File: config.mk
export PLATFORM = sky130hd
export DESIGN_NAME = strap_capture
export DESIGN_NICKNAME = d
export VERILOG_FILES = /design/src/strap_capture_pkg.sv /design/src/strap_capture.sv
export VERILOG_INCLUDE_DIRS = /design/src
export SDC_FILE = /design/constraint.sdc
export NUM_CORES = 1
export LEC_CHECK = 0
export ABC_AREA = 1
export BUFFER_PORTS_ARGS = -buffer_cell sky130_fd_sc_hd__clkbuf_2
export CORE_AREA = 4 4 62 120
export CTS_BUF_LIST = sky130_fd_sc_hd__clkbuf_16
export CTS_CLUSTER_DIAMETER = 150
export DETAILED_ROUTE_END_ITERATION = 8
export DIE_AREA = 0 0 66 124
export GPL_TIMING_DRIVEN = 1
export PLACE_DENSITY = 0.75
export REMOVE_ABC_BUFFERS = 1
export SYNTH_ARGS = -nofsm -noshare
export SYNTH_HDL_FRONTEND = slang
export SYNTH_SLANG_ARGS = --single-unit
export TNS_END_PERCENT = 20
File: constraint.sdc
create_clock -name clk_in -period 1.7 [get_ports clk_in]
set_input_delay 0.085 -clock clk_in [delete_from_list [all_inputs] [get_ports clk_in]]
set_output_delay 0.085 -clock clk_in [all_outputs]
set_load 0.03 [all_outputs]
File: src/strap_capture_cfg.svh
// Constants for the strap capture and wake output block
`ifndef STRAP_CAPTURE_CFG_SVH
`define STRAP_CAPTURE_CFG_SVH
`define GPIO_COUNT 7
`define LED_COUNT 5
`define MGMT_ADDR_W 3
`define MODE_W 5
`define BCAST_ADDR 3'h0
`define RST_MODE 5'h00
`define RST_MGMT_ADDR 3'h0
`define RST_LED_POL 5'h00
`define WAKE_SEL_W 3
`endif

File: src/strap_capture_pkg.sv
// Types shared by the strap capture and wake output block
`include "strap_capture_cfg.svh"
package strap_capture_pkg;
   typedef struct packed {
      logic integrated_jack;
      logic [`MGMT_ADDR_W-1:0] mgmt_addr;
      logic [`LED_COUNT-1:0] led_active_level;
      logic broadcast_addr;
      logic ref_clk_out_enable;
      logic led_style;
      logic [`MODE_W-1:0] mode;
   } strap_bits_t;
   typedef struct packed {
      logic jack_presets;
      logic [`MGMT_ADDR_W-1:0] mgmt_addr;
      logic bcast_addr_enable;
      logic [`LED_COUNT-1:0] led_polarity;
      logic ref_clk_enable;
      logic led_individual;
      logic [`MODE_W-1:0] mode;
   } strap_cfg_t;
   typedef enum logic [1:0] {
      ST_RESET,
      ST_SAMPLE,
      ST_RUN
   } capture_state_t;
endpackage

File: src/strap_capture.sv
// Strap capture at reset release and wake-event output driver
`timescale 1ns/100ps
`include "strap_capture_cfg.svh"
// What this block does
// - The wake output asserts whenever a wake-on-LAN event is detected.
// - The wake output may be routed to any one of the general-purpose pins.
// - The routed pin drives push-pull or open-drain per its buffer-type bit.
// - The wake output's active level follows the wake-polarity control bit.
// - The integrated-jack strap selects normal (0) or jack presets (1).
// - A three-bit management address 0 to 7h is captured from its straps.
// - Each LED strap of 0 sets polarity 1, and a strap of 1 sets polarity 0.
// - Broadcast strap 0 accepts address 0 and own address, 1 only own.
// - The broadcast enable bit loads the inverse of the broadcast strap.
// - Five device-mode straps are latched as a five-bit mode code.
// - The reference-clock strap disables (0) or enables (1) its output.
// - The LED-style strap selects tri-color (0) or individual (1) LEDs.
// - All straps are latched as the chip reset is released.

// Timing after the reset input falls, counted in enabled clock edges:
//    edge 1: the sequencer moves from its reset state to sampling
//    edge 2: the synchronised straps land in the configuration outputs
//            and the valid flag rises; both hold until the next reset
//    edge 3: LED, GPIO and wake pins begin to drive
// The strap synchroniser keeps running through reset, so the pins must
// sit at their resistor levels for two edges before release; the sample
// from the last edge before release is what lands at edge 2, and a strap that moves after release is ignored.
// The wake output trails its event input by three edges: two for the
// synchroniser and one for the output flop.
// Each LED polarity is its strap inverted, so a strap made by an LED to
// ground comes up as an active-high LED.
// Selector value 7 routes the wake output to no GPIO at all; the
// dedicated pin has no buffer-type bit and always drives push-pull.
// Clock enable low freezes every flop, the synchronisers included.
module strap_capture
   import strap_capture_pkg::*;
(
   input wire logic clk_in,
   input wire logic rst_in,
   input wire logic clk_en_in,
   input wire strap_bits_t strap_pins_in,
   input wire logic wake_event_in,
   input wire logic wake_polarity_in,
   input wire logic wake_route_dedicated_in,
   input wire logic [`WAKE_SEL_W-1:0] wake_gpio_sel_in,
   input wire logic [`GPIO_COUNT-1:0] gpio_open_drain_in,
   input wire logic [`GPIO_COUNT-1:0] gpio_out_in,
   input wire logic [`GPIO_COUNT-1:0] gpio_oe_in,
   input wire logic [`LED_COUNT-1:0] led_on_in,
   output strap_cfg_t cfg_out,
   output logic cfg_valid_out,
   output logic wake_event_out_n,
   output logic wake_event_oe_out,
   output logic [`GPIO_COUNT-1:0] gpio_out,
   output logic [`GPIO_COUNT-1:0] gpio_oe_out,
   output logic [`LED_COUNT-1:0] led_out,
   output logic [`LED_COUNT-1:0] led_oe_out
);

   // Pin driver as {level, enable}: open-drain only pulls low and lets
   // the board's resistor take the pin high, push-pull always drives
   function automatic logic [1:0] pin_drive(input logic level,
                                            input logic open_drain);
      if (open_drain) begin
         pin_drive = {1'b0, ~level};
      end else begin
         pin_drive = {level, 1'b1};
      end
   endfunction

   // LED pin level: polarity 1 drives high for on, 0 drives low for on
   function automatic logic [`LED_COUNT-1:0] led_level(
      input logic [`LED_COUNT-1:0] on,
      input logic [`LED_COUNT-1:0] polarity);
      led_level = ~(on ^ polarity);
   endfunction

   capture_state_t state;
   strap_bits_t strap_meta;
   strap_bits_t strap_sync;
   logic wake_meta;
   logic wake_sync;
   logic wake_level;
   logic [1:0] wake_drv;
   logic [1:0] next_drv;
   logic [1:0] ded_drv;
   logic route_od;
   logic drive_ok;

   // Strap pins are sampled all through reset, so the synchroniser is
   // already full at release; no reset here on purpose, since a reset
   // would hand zeros to the capture instead of the resistor levels
   always_ff @(posedge clk_in) begin
      if (clk_en_in) begin
         strap_meta <= strap_pins_in;
         strap_sync <= strap_meta;
      end
   end

   // Wake event comes from outside this clock, so two flops first
   always_ff @(posedge clk_in or posedge rst_in) begin
      if (rst_in) begin
         wake_meta <= 1'b0;
         wake_sync <= 1'b0;
      end else if (clk_en_in) begin
         wake_meta <= wake_event_in;
         wake_sync <= wake_meta;
      end
   end

   // Sequencer: one edge out of reset, one edge to capture, then run
   always_ff @(posedge clk_in or posedge rst_in) begin
      if (rst_in) begin
         state <= ST_RESET;
      end else if (clk_en_in) begin
         case (state)
            ST_RESET: state <= ST_SAMPLE;
            ST_SAMPLE: state <= ST_RUN;
            ST_RUN: state <= ST_RUN;
            default: state <= ST_RESET;
         endcase
      end
   end

   // Capture once at the second edge after release; async reset loads
   // constants only, so nothing here depends on the pins during reset
   always_ff @(posedge clk_in or posedge rst_in) begin
      if (rst_in) begin
         cfg_out <= '0;
         cfg_out.mgmt_addr <= `RST_MGMT_ADDR;
         cfg_out.led_polarity <= `RST_LED_POL;
         cfg_out.mode <= `RST_MODE;
         cfg_valid_out <= 1'b0;
      end else if (clk_en_in && state == ST_SAMPLE) begin
         cfg_out.jack_presets <= strap_sync.integrated_jack;
         cfg_out.mgmt_addr <= strap_sync.mgmt_addr;
         cfg_out.bcast_addr_enable <= ~strap_sync.broadcast_addr;
         cfg_out.led_polarity <= ~strap_sync.led_active_level;
         cfg_out.ref_clk_enable <= strap_sync.ref_clk_out_enable;
         cfg_out.led_individual <= strap_sync.led_style;
         cfg_out.mode <= strap_sync.mode;
         cfg_valid_out <= 1'b1;
      end
   end

   // Buffer type of the routed pin; selector 7 points at no pin, so the
   // lookup falls back to push-pull instead of reading past the vector
   always_comb begin
      route_od = 1'b0;
      for (int i = 0; i < `GPIO_COUNT; i++) begin
         if (wake_gpio_sel_in == i[`WAKE_SEL_W-1:0]) begin
            route_od = gpio_open_drain_in[i];
         end
      end
   end

   // Pins may drive only once the configuration is held
   assign drive_ok = (state == ST_RUN);

   // Wake level with polarity applied; low-active when polarity is 0
   assign wake_level = wake_polarity_in ? wake_sync : ~wake_sync;
   // Routed pin follows its buffer-type bit
   assign wake_drv = pin_drive(wake_level, route_od);
   // Dedicated pin has no buffer-type bit of its own, so push-pull
   assign ded_drv = pin_drive(wake_level, 1'b0);
   // Dedicated pin stays released unless it carries the wake output
   assign next_drv = (drive_ok && wake_route_dedicated_in) ?
      ded_drv : 2'b00;

   // Dedicated wake pin, quiet until configuration is held
   // A released pin's level is don't-care; only the enable reaches the pad
   always_ff @(posedge clk_in or posedge rst_in) begin
      if (rst_in) begin
         wake_event_out_n <= 1'b1;
         wake_event_oe_out <= 1'b0;
      end else if (clk_en_in) begin
         wake_event_out_n <= next_drv[1];
         wake_event_oe_out <= next_drv[0];
      end
   end

   // GPIO pins: the selected one carries the wake output instead
   // of its ordinary drive; the others pass the ordinary drive through
   always_ff @(posedge clk_in or posedge rst_in) begin
      if (rst_in) begin
         gpio_out <= '0;
         gpio_oe_out <= '0;
      end else if (clk_en_in) begin
         for (int i = 0; i < `GPIO_COUNT; i++) begin
            if (state != ST_RUN) begin
               gpio_out[i] <= 1'b0;
               gpio_oe_out[i] <= 1'b0;
            end else if (!wake_route_dedicated_in &&
                         wake_gpio_sel_in == i[`WAKE_SEL_W-1:0]) begin
               gpio_out[i] <= wake_drv[1];
               gpio_oe_out[i] <= wake_drv[0];
            end else begin
               gpio_out[i] <= gpio_out_in[i];
               gpio_oe_out[i] <= gpio_oe_in[i];
            end
         end
      end
   end

   // LEDs push-pull with the captured polarity, after straps are held
   always_ff @(posedge clk_in or posedge rst_in) begin
      if (rst_in) begin
         led_out <= '0;
         led_oe_out <= '0;
      end else if (clk_en_in) begin
         if (state == ST_RUN) begin
            led_out <= led_level(led_on_in, cfg_out.led_polarity);
            led_oe_out <= '1;
         end else begin
            led_out <= '0;
            led_oe_out <= '0;
         end
      end
   end

endmodule

* Word level (Yosys, flattened, before mapping)
Cells that the tools add are included.
Storage, ports and cells: register bits after elaboration 82
Cells by class: eq/ne operators 9, multiplexer cells 41, bitwise logic cells 6, reduce and logical (&&, ||, !) cells 13
Operators by type and width (count):
- 2-to-1 mux 1 bit | 36
- 2-to-1 mux 5 bit | 2
- NOT 5 bit | 2
- == test 3 bit, second input constant | 3
- logical AND 1 bit | 9
- == test 3 x 2 -> 1 bit, second input constant | 2
- bitwise XOR 5 bit | 1
- 2-to-1 mux 2 bit | 2
- one-hot mux 2 bit (2 select lines) | 1
- == test 3 x 1 -> 1 bit, second input constant | 1
- logical NOT 3 bit | 1
- NOT 1 bit | 3
- == test 2 x 1 -> 1 bit, second input constant | 1
- == test 2 bit, second input constant | 1
- logical NOT 2 bit | 1
- != test 2 bit, second input constant | 1
- OR reduction 2 bit | 1
- logical NOT 1 bit | 1

* Depth between registers and ports, before layout
Gate-level depths: netlist of the first run.
word-level depth 11, depth in mapped cells 9

* Worst setup path before layout of the first run
OpenSTA, ideal clock, no wires.
path kind register to register, start register state[1], end register cfg_out[0] in the netlist's numbering, data arrival time 1259 ps, required time 1575 ps, slack 316 ps, stages on the path, launching flop included 6, path buffers 1, path through dfrtp_1 -> inv_1 -> ha_1 -> nand2_1 -> buf_2 -> mux2_2
Between the ends: longest elaborated chain between the ends 2
RTL lines:
- start: declaration | line strap_capture.sv:77 | capture_state_t state;
- start signal: assignment | line strap_capture.sv:113 | state <= ST_RESET;
- start signal: assignment | line strap_capture.sv:116 | ST_RESET: state <= ST_SAMPLE;
- start signal: assignment | line strap_capture.sv:117 | ST_SAMPLE: state <= ST_RUN;
- == test 2 x 1 -> 1 bit | line strap_capture.sv:133 | end else if (clk_en_in && state == ST_SAMPLE) begin
- logical AND 1 bit | line strap_capture.sv:133
- end: declaration | line strap_capture.sv:49 | output strap_cfg_t cfg_out,
No other way between the ends. A chain may end at the register's enable or synchronous reset.

* Worst setup path in the final report of the first run
start register state[1], end register cfg_out[2] in the netlist's numbering
Same word-level chain as after synthesis.

==> results of run 1 <==
[critical path, delay by kind of cell (launching register included)]
kind                     cells  cell delay, ns
multiplexers                 1            0.36
buffers and inverters        2            0.31
adder cells (fa/ha/maj)      1            0.18
flip-flops                   1            0.34
AND/OR/NAND/NOR              1            0.06
[routing by layer]
layer  GRT usage  up-vias  routed length, µm
met4       0.104        0                189
li1            -     1174                  -
met3      0.0379       15                385
met1       0.196     1144               2410
met2       0.313       81               3690
met5           0        -                  0
[synthesized netlist by cell type, types with 4 or more instances]
| cell type | count | share of area |
|---|---|---|
| a21oi_1 | 5 | 0.0079 |
| buf_4 | 4 | 0.0095 |
| clkbuf_1 | 4 | 0.0047 |
| dfrtp_1 | 43 | 0.34 |
| edfxtp_1 | 34 | 0.32 |
| inv_1 | 20 | 0.024 |
| mux2_2 | 11 | 0.039 |
| nand2_1 | 81 | 0.096 |
| nand4_1 | 13 | 0.026 |
| nor2_1 | 23 | 0.027 |
| o21a_1 | 4 | 0.0095 |
| o21ai_0 | 16 | 0.025 |
[through the flow]
step	power, µW	hold slack [ns]
floorplan	3970	0.184
global placement	4640	0.115
detailed placement	4710	0.121
CTS	6760	0.0395
global route	7010	0.0643
finish	6650	0.0506
[power by group through the flow]
| stage | Clock, µW | Combinational, µW | Sequential (µW) |
|---|---|---|---|
| 5_1_grt | 2110 | 2160 | 2740 |
| 3_3_place_gp | 0 | 1950 | 2690 |
| 3_5_place_dp | 0 | 1990 | 2720 |
| 2_1_floorplan | 0 | 545 | 3430 |
| 4_1_cts | 2050 | 2020 | 2690 |
| 6_report | 1980 | 1990 | 2680 |
[sequential cells by signal (all words and copies together) (netlist names)]
name               flops
wake_event_oe_out      1
wake_event_out_n       1
wake_sync              1
wake_meta              1
strap_meta            17
strap_sync            17
gpio_oe_out            7
gpio_out               7
state                  2
cfg_valid_out          1
cfg_out               17
led_oe_out             1
led_out                5
[what timing repair did]
| action | 4_1_cts | 5_1_grt |
|---|---|---|
| hold endpoints to repair | 61 | 0 |
| hold buffers | 19 | 0 |
| setup buffers | 0 | 0 |
[final cells by class]
type                    count  share of cell area
clock buffers               9              0.0529
clock inverters             7              0.0212
inverters                  23              0.0203
multi-input cells         169               0.209
flip-flops and latches     78               0.499
well taps                  88              0.0259
repair buffers            121               0.172
[worst min path at each step]
stage                           from        endpoint  slack, ns  depth (start not counted)
global placement              rst_in     gpio_out[4]       0.11                          3
floorplan           strap_pins_in[0]   strap_meta[0]       0.18                          0
detailed placement            rst_in      cfg_out[1]       0.12                          3
CTS                     led_on_in[0]      led_out[0]       0.04                          4
finish                  led_on_in[0]      led_out[0]       0.05                          4
global route           gpio_oe_in[0]  gpio_oe_out[0]       0.06                          4
[kinds of logic (layout without fill, tap and decap cells)]
family | after synthesis | after routing
muxes | 11 | 11
buffers and inverters | 35 | 160
and+or+nand+nor | 129 | 129
adders and majority gates | 3 | 3
AOI/OAI and AO/OA | 25 | 25
xor gates and xnor gates | 1 | 1
DFF | 78 | 78
==> results.cfg, run 1 <==
[setup_path]
critPathMaxFanout = 22
rr_worst_depth = 5
regToRegSetupSlack_ns = 0.32
startpoint_type = register
r2r_end = cfg_out[2]
required_ns = 1.91
crit_chain = inv_1 -> ha_1 -> nand2_1 -> buf_4 -> mux2_2
endpoint = cfg_out[2]
path_class = reg -> reg
r2r_start = state[1]
crit_path_end_kind = register
slowest_delay_ns = 0.36
cp_slowest_cell = mux2_2
crit_arrival_ns = 1.58
startpoint = state[1]

[worst_hold_path]
min_path_type = in -> reg

[floorplanning]
core_mm2 = 0.00657
io_pins = 96
rows = 42
die_y_um = 124
die_w_um = 66
die_area_mm2 = 0.00818
initial_core_util = 0.483

[yosys]
synth-simple-area-share = 0.184
synthCells = 282
async_reset_ff_frac = 0.564
synth-compound-area-share = 0.0426
seq_area_frac_synth = 0.670
synth_warnings = 0
synth-seq-cells = 78
avgSynthCellArea_um2 = 11.2
synthXorXnorAreaFrac = 0.00276
synth_top_family_by_area = simple AND/OR/NAND/NOR gates
ys_types = 28
synth_edf_count = 34
yosys-mux-area-fraction = 0.0391
synthAdderAreaFrac = 0.0118
synth_area_mm2 = 0.00317
ys.flop_type = dfrtp_1

[routing]
vias = 2414
detail_route.wl_per_cell_um = 13.5
routed_wl_mm = 6.67
viasPerCell = 4.88
drtIter0Drc = 135
drc = 0
firstDrtPassIters = 4
drtAntennaViolNets = 0

[grt]
grt_pass1_wl_mm = 11.0
grtUsageTotal = 0.179
antenna_found_initial = 0
grt_start_max_net_pins = 45
grt_pass1_vias = 2453
gr-total-overflow = 0

[sta]
fin_skew_ns = 0.00485
worst_slack_ns = 0.324
rsz0062_at_grt = false
finalSetupViolations = 0
slew_violations = 0
fmax_mhz = 727
post-route-period-util = 0.809
fin_setup_tns_ns = 0
finalCriticalPeriod_ns = 1.38
max_slew_margin = 0.523
hold_viol = 0
worst_pin_slew_ns = 0.714

[cells_and_area]
fin_nets = 457
fin_util = 0.648
layout_commonest_cell = clkbuf_2
area_growth_pct = 34.2
antenna_cells = 0
finalNonFillerCells = 495
fillCellCount = 538
most-common-layout-cells = 95 x clkbuf_2, 81 x nand2_1, 43 x dfrtp_1, 34 x edfxtp_1, 23 x nor2_1
drive_above_1_share = 0.344
register_area_mm2 = 0.00212
final_area_mm2 = 0.00426
multi_input_area_um2 = 890

[pwr]
p_comb_frac = 0.299
p_leak_uw = 0.00210
clkPwrFrac = 0.298
power_density_mw_per_mm2 = 1560
power.internal_uw = 4330
seqPwrFrac = 0.403
p_sw_uw = 2320
worst_ir_drop_vdd_mv = 1.12
swShare = 0.349

[clocking]
clock-sinks = 78
clockBufferDepth = 2
ctsResizeCount = 0
cts_max_level = 3
root_buffer = clkbuf_16
cts_tree = built
clkSlewWorstSetupHoldPaths_ns = 0.06
clk_latency_ns = 0.32
cts_made_buffers = 9

[placement]
dpl_cell_area_mm2 = 0.00375
dpl.hpwl_mm = 4.88
pre_cts_ws_ns = 0.313
gp_congestion = 0.833
placedCellCount = 460
io_buffer_count = 95

[job]
drv_cap = 0

[outcome]
outcome = finished, final reports clean
Power figures use the tool's default switching activity.
==> inputs of run 2 (changes only) <==
--- a/config.mk
+++ b/config.mk
@@ -6,15 +6,15 @@
 export SDC_FILE = /design/constraint.sdc
 export NUM_CORES = 1
 export LEC_CHECK = 0
-export ABC_AREA = 1
+export ABC_AREA = 0
 export BUFFER_PORTS_ARGS = -buffer_cell sky130_fd_sc_hd__clkbuf_2
-export CORE_AREA = 4 4 62 120
+export CORE_AREA = 4 4 61 119
 export CTS_BUF_LIST = sky130_fd_sc_hd__clkbuf_16
 export CTS_CLUSTER_DIAMETER = 150
 export DETAILED_ROUTE_END_ITERATION = 8
-export DIE_AREA = 0 0 66 124
+export DIE_AREA = 0 0 65 123
 export GPL_TIMING_DRIVEN = 1
-export PLACE_DENSITY = 0.75
+export PLACE_DENSITY = 0.76
 export REMOVE_ABC_BUFFERS = 1
 export SYNTH_ARGS = -nofsm -noshare
 export SYNTH_HDL_FRONTEND = slang
==> constraint.sdc (replaced) <==
create_clock -name clk_in -period 1.3 [get_ports clk_in]
set_input_delay 0.065 -clock clk_in [delete_from_list [all_inputs] [get_ports clk_in]]
set_output_delay 0.065 -clock clk_in [all_outputs]
set_load 0.03 [all_outputs]
==> run 2 against run 1 <==
Net effect:
- first-iteration DRC count shrank 56%
- critical endpoint is now gpio_oe_out[3]
- non-clock buffer count grew 25
- final cell count shrank 5.5%
- sequential power grew 31%
- largest cell class unchanged
- clock power grew 18%
- design area grew 5.9%
- combinational power grew 58%
- wire length grew 3.2%
- highest routed layer unchanged
- hold slack lost 0.019 ns
==> results.cfg, run 2 <==
[yosys]
avgSynthCellArea_um2 = 13.3
yosys.area.top_type_share = 0.344
ys_types = 32
synthCells = 235
synth_area_mm2 = 0.00313
seq_area_frac_synth = 0.678
synth.largest_area_cell = dfrtp_1
synth_warnings = 0
synthTopCellsByCount = 43 x dfrtp_1, 34 x edfxtp_1, 26 x inv_1, 15 x nor2_1
post-synth-top-count-cell = dfrtp_1
async_reset_ff_frac = 0.564
ys.flop_type = dfrtp_1
synth_edf_count = 34
synthTopCellsByArea = dfrtp_1 34%, edfxtp_1 33%, mux2_2 4.7%
synth-seq-cells = 78

[clocking]
clk_latency_ns = 0.33
root_buffer = clkbuf_16
clockBufferDepth = 2
clkSlewWorstSetupHoldPaths_ns = 0.05
clock-sinks = 78
cts_max_level = 3
cts_tree = built
cts_made_buffers = 9

[worst_hold_path]
holdPathStages = 3
min_path_type = in -> reg
min-delay-start = led_on_in[0]

[pwr]
p_leak_uw = 0.00210
swShare = 0.348
p_sw_uw = 3130
seqPwrFrac = 0.390
p_comb_frac = 0.351
clkPwrFrac = 0.259
power_density_mw_per_mm2 = 1990
worst_ir_drop_vdd_mv = 1.27
power_uw = 8980
power.internal_uw = 5860

[cells_and_area]
area_growth_pct = 43.9
fin_nets = 432
drive_above_1_share = 0.448
largestRegisters = cfg_out: 17 flops, strap_meta: 17 flops, strap_sync: 17 flops
final_area_mm2 = 0.00451
most-common-layout-cells = 95 x clkbuf_2, 43 x dfrtp_1, 34 x edfxtp_1, 26 x buf_4, 25 x inv_1
fillCellCount = 477
layout_commonest_cell = clkbuf_2
antenna_cells = 0

[routing]
detail_route.wl_per_cell_um = 14.7
wl_met3_um = 340
dr.max_layer_used = met4
drtAntennaViolNets = 0
routed_wl_mm = 6.88
viasPerCell = 4.87
drtIter0Drc = 60
firstDrtPassIters = 6
drc = 0
wl_met2_mm = 3.78
wl_met1_mm = 2.51
vias = 2277

[sta]
slew_violations = 0
fin_skew_ns = 0.00656
finalSetupViolations = 0
fmax_mhz = 780
post-route-period-util = 0.986
max_slew_margin = 0.767
finalCriticalPeriod_ns = 1.28
worst_pin_slew_ns = 0.346
hold_viol = 0
rsz0062_at_grt = true

[floorplanning]
initial_core_util = 0.496
die_w_um = 65
die_y_um = 123
io_pins = 96
rows = 41
die_area_mm2 = 0.00800
core_mm2 = 0.00631

[placement]
gp_congestion = 0.803
dpl.hpwl_mm = 4.81
dpl_cell_area_mm2 = 0.00388
io_buffer_count = 95

[outcome]
outcome = finished, final reports clean

[grt]
grt_start_max_net_pins = 45
gr-total-overflow = 0
grtUsageTotal = 0.187
antenna_found_initial = 0
grt_pass1_vias = 2375
grt_pass1_wl_mm = 11.1

[job]
drv_cap = 0

[setup_path]
startpoint_type = register
rr_worst_depth = 5
critPathMaxFanout = 14
r2r_start = state[0]
crit_arrival_ns = 1.51
crit_path_end_kind = register
path_class = reg -> reg
startpoint = state[0]
required_ns = 1.53
-- run 2: power by group through the flow --
stage / Clock [µW] / Sequential, µW / Combinational (µW)
CTS: 2400 / 3480 / 2940
global placement: 0 / 3490 / 2760
finish: 2330 / 3500 / 3150
floorplan: 0 / 4480 / 771
global route: 2510 / 3570 / 3390
detailed placement: 0 / 3520 / 2830
-- run 2: final timing paths --
kind | endpoint | slack (ns)
worst max register to register | gpio_oe_out[3] | 0.02
worst max-delay path | gpio_oe_out[3] | 0.02
min in group asynchronous | cfg_out[16] | 0.30
worst min register to register | cfg_out[11] | 0.41
worst min-delay path | led_out[0] | 0.03
max in group asynchronous | wake_event_out_n | 0.74
-- run 2: repair_timing --
action	in CTS	in global routing
setup buffers	1	2
resized for setup	6	21
pin swaps	1	3
endpoints found under the setup margin	15	22
cloned	0	1
hold buffers	19	0
hold endpoints to repair	62	0
-- run 2: area by class of cell --
cell class,instances,area [µm²],area share
Sequential cell,78,2120,0.471
Inverter,26,97.6,0.0217
Timing Repair Buffer,146,977,0.217
Clock buffer,9,225,0.0500
Clock inverter,7,58.8,0.0131
Multi-Input combinational cell,116,916,0.203
Tap cell,86,108,0.0239
-- run 2: worst max-delay path: stages (launching register included) --
cell and delay, ns:
dfrtp_1 0.42, inv_2 0.10, ha_4 0.14, nand2_2 0.08, buf_12 0.17, o32ai_2 0.27
-- run 2: kinds of logic after synthesis --
family / after synthesis / share of synthesized area
AOI/OAI and AO/OA: 41 / 0.0943
xor gates and xnor gates: 7 / 0.0196
adders and majority gates: 3 / 0.0120
buffers and inverters: 41 / 0.0611
DFF: 78 / 0.678
muxes: 16 / 0.0579
and+or+nand+nor: 49 / 0.0771
-- run 2: stage by stage --
stage	hold slack (ns)	util	cells	setup slack (ns)	setup TNS (ns)
floorplan	0.139	-	220	-0.208	-2.57
global placement	0.0972	0.615	429	-0.176	-1.68
detailed placement	0.107	0.615	429	-0.277	-2.63
CTS	0.0137	0.696	465	0.00976	0
global route	0.0449	0.714	468	-0.0333	-0.192
finish	0.0319	0.714	468	0.0182	0
-- run 2: per-layer routing --
layer,vias to the layer above,global-route usage
met5,-,0
met4,0,0.109
met1,1068,0.208
met2,80,0.323
li1,1109,-
met3,20,0.0427
==> inputs of run 3 (changes only) <==
--- a/config.mk
+++ b/config.mk
@@ -6,7 +6,7 @@
 export SDC_FILE = /design/constraint.sdc
 export NUM_CORES = 1
 export LEC_CHECK = 0
-export ABC_AREA = 0
+export ABC_AREA = 1
 export BUFFER_PORTS_ARGS = -buffer_cell sky130_fd_sc_hd__clkbuf_2
 export CORE_AREA = 4 4 61 119
 export CTS_BUF_LIST = sky130_fd_sc_hd__clkbuf_16
@@ -14,7 +14,7 @@
 export DETAILED_ROUTE_END_ITERATION = 8
 export DIE_AREA = 0 0 65 123
 export GPL_TIMING_DRIVEN = 1
-export PLACE_DENSITY = 0.76
+export PLACE_DENSITY = 0.77
 export REMOVE_ABC_BUFFERS = 1
 export SYNTH_ARGS = -nofsm -noshare
 export SYNTH_HDL_FRONTEND = slang
==> run 3 against run 2 <==
Net effect:
- core utilization is 1.2 points lower
- sequential power about the same
- design area down 1.6%
- power decreased by 0.25%
- final cell count rose by 7.3%
- wire length grew 3.1%
- combinational power shrank 5%
- critical path type unchanged
- largest cell class unchanged
==> results.cfg, run 3 (synthesis results as in run 1) <==
[sta]
finalSetupViolations = 0
fin_setup_tns_ns = 0
finalCriticalPeriod_ns = 1.30
fmax_mhz = 770
hold_viol = 0
worst_pin_slew_ns = 0.403
rsz0062_at_grt = true
post-route-period-util = 1.00
slew_violations = 0
worst_slack_ns = 0.000530
fin_hold_ws_ns = 0.0154
fin_skew_ns = 0.00662
max_slew_margin = 0.731

[setup_path]
r2r_start = state[0]
path_class = reg -> reg
required_ns = 1.51
r2r_end = cfg_out[5]
rr_worst_depth = 4
crit_arrival_ns = 1.51
startpoint_type = register
critPathMaxFanout = 6
crit_path_end_kind = register
regToRegSetupSlack_ns = 0.0005

[worst_hold_path]
whs_endpoint = led_out[2]
holdPathStages = 4
min_path_type = in -> reg
min-delay-start = led_on_in[2]

[floorplanning]
rows = 41
die_w_um = 65
core_mm2 = 0.00631
die_area_mm2 = 0.00800
io_pins = 96
initial_core_util = 0.502
die_y_um = 123

[cells_and_area]
most-common-layout-cells = 95 x clkbuf_2, 79 x nand2_1, 43 x dfrtp_1, 34 x edfxtp_1, 23 x nor2_1
fin_nets = 465
largestRegisters = cfg_out: 17 flops, strap_meta: 17 flops, strap_sync: 17 flops
fin_util = 0.702
fillCellCount = 480
multi_input_area_um2 = 952
layout_commonest_cell = clkbuf_2
register_area_mm2 = 0.00212
final_area_mm2 = 0.00443
drive_above_1_share = 0.373
area_growth_pct = 39.8

[grt]
grt_pass1_wl_mm = 11.3
grt_pass1_vias = 2403
grtUsageTotal = 0.189
antenna_found_initial = 0
grt_start_max_net_pins = 30
gr-total-overflow = 0

[routing]
vias = 2352
routed_wl_mm = 7.09
firstDrtPassIters = 4
detail_route.wl_per_cell_um = 14.1
viasPerCell = 4.69
drtIter0Drc = 209
drtAntennaViolNets = 0
drc = 0

[job]
drv_cap = 0

[clocking]
clk_latency_ns = 0.33
cts_max_level = 3
clockBufferDepth = 2
cts_made_buffers = 9
cts_tree = built
clkSlewWorstSetupHoldPaths_ns = 0.06
root_buffer = clkbuf_16
clock-sinks = 78

[placement]
dpl.hpwl_mm = 4.96
dpl_cell_area_mm2 = 0.00381
io_buffer_count = 95
pre_cts_ws_ns = -0.0212
gp_congestion = 0.823

[pwr]
power_density_mw_per_mm2 = 2020
p_leak_uw = 0.00221
worst_ir_drop_vdd_mv = 1.33

[outcome]
outcome = finished, final reports clean
[run 3: layout make-up]
| cell class | count | share of cell area |
|---|---|---|
| antenna | 1 | 0.000565 |
| clock buffer | 9 | 0.0508 |
| clock inverter | 7 | 0.0164 |
| inverter | 23 | 0.0195 |
| multi-input combinational | 169 | 0.215 |
| sequential | 78 | 0.479 |
| tap | 86 | 0.0243 |
| timing repair buffer | 129 | 0.195 |
[run 3: worst max-delay path by stage]
stage                  start              to  slack (ns)  depth (start not counted)
detailed placement  state[0]  gpio_oe_out[0]       -0.02                          7
CTS                 state[0]      cfg_out[2]       0.007                          4
global placement    state[0]      cfg_out[0]        0.02                          4
global route        state[0]      cfg_out[5]       -0.03                          4
floorplan           state[1]      cfg_out[0]       -0.19                          4
finish              state[0]      cfg_out[5]      0.0005                          4
[run 3: timing repair]
action	in CTS	in global routing
gates resized for setup	2	19
pin swaps	0	4
buffers inserted	0	1
hold buffers	19	0
setup endpoints to repair	22	31
endpoints found under the hold margin	33	0
cloned	1	1
[run 3: through the flow]
step           total power [µW]  std cells
3_3_place_gp               6160        463
5_1_grt                    9440        501
6_report                   8960        502
4_1_cts                    8810        499
2_1_floorplan              5190        270
3_5_place_dp               6240        463
[run 3: critical path: stages (launching register included)]
cell,delay (ns)
dfrtp_1,0.42
ha_4,0.19
nand2_4,0.09
clkbuf_16,0.15
mux2_2,0.33
[run 3: power breakdown]
part           internal [µW]  leakage (µW)  switching (µW)  total, µW
sequential              3160      0.000889             364       3520
combinational           1120       0.00117            1880       3000
clock                   1490      0.000145             946       2430
[run 3: layer usage]
metal	share of wire	up-vias	track usage
met5	0	-	0
met1	0.36	1076	0.193
li1	-	1187	-
met2	0.57	78	0.346
met3	0.058	11	0.0573
met4	0.017	0	0.0874
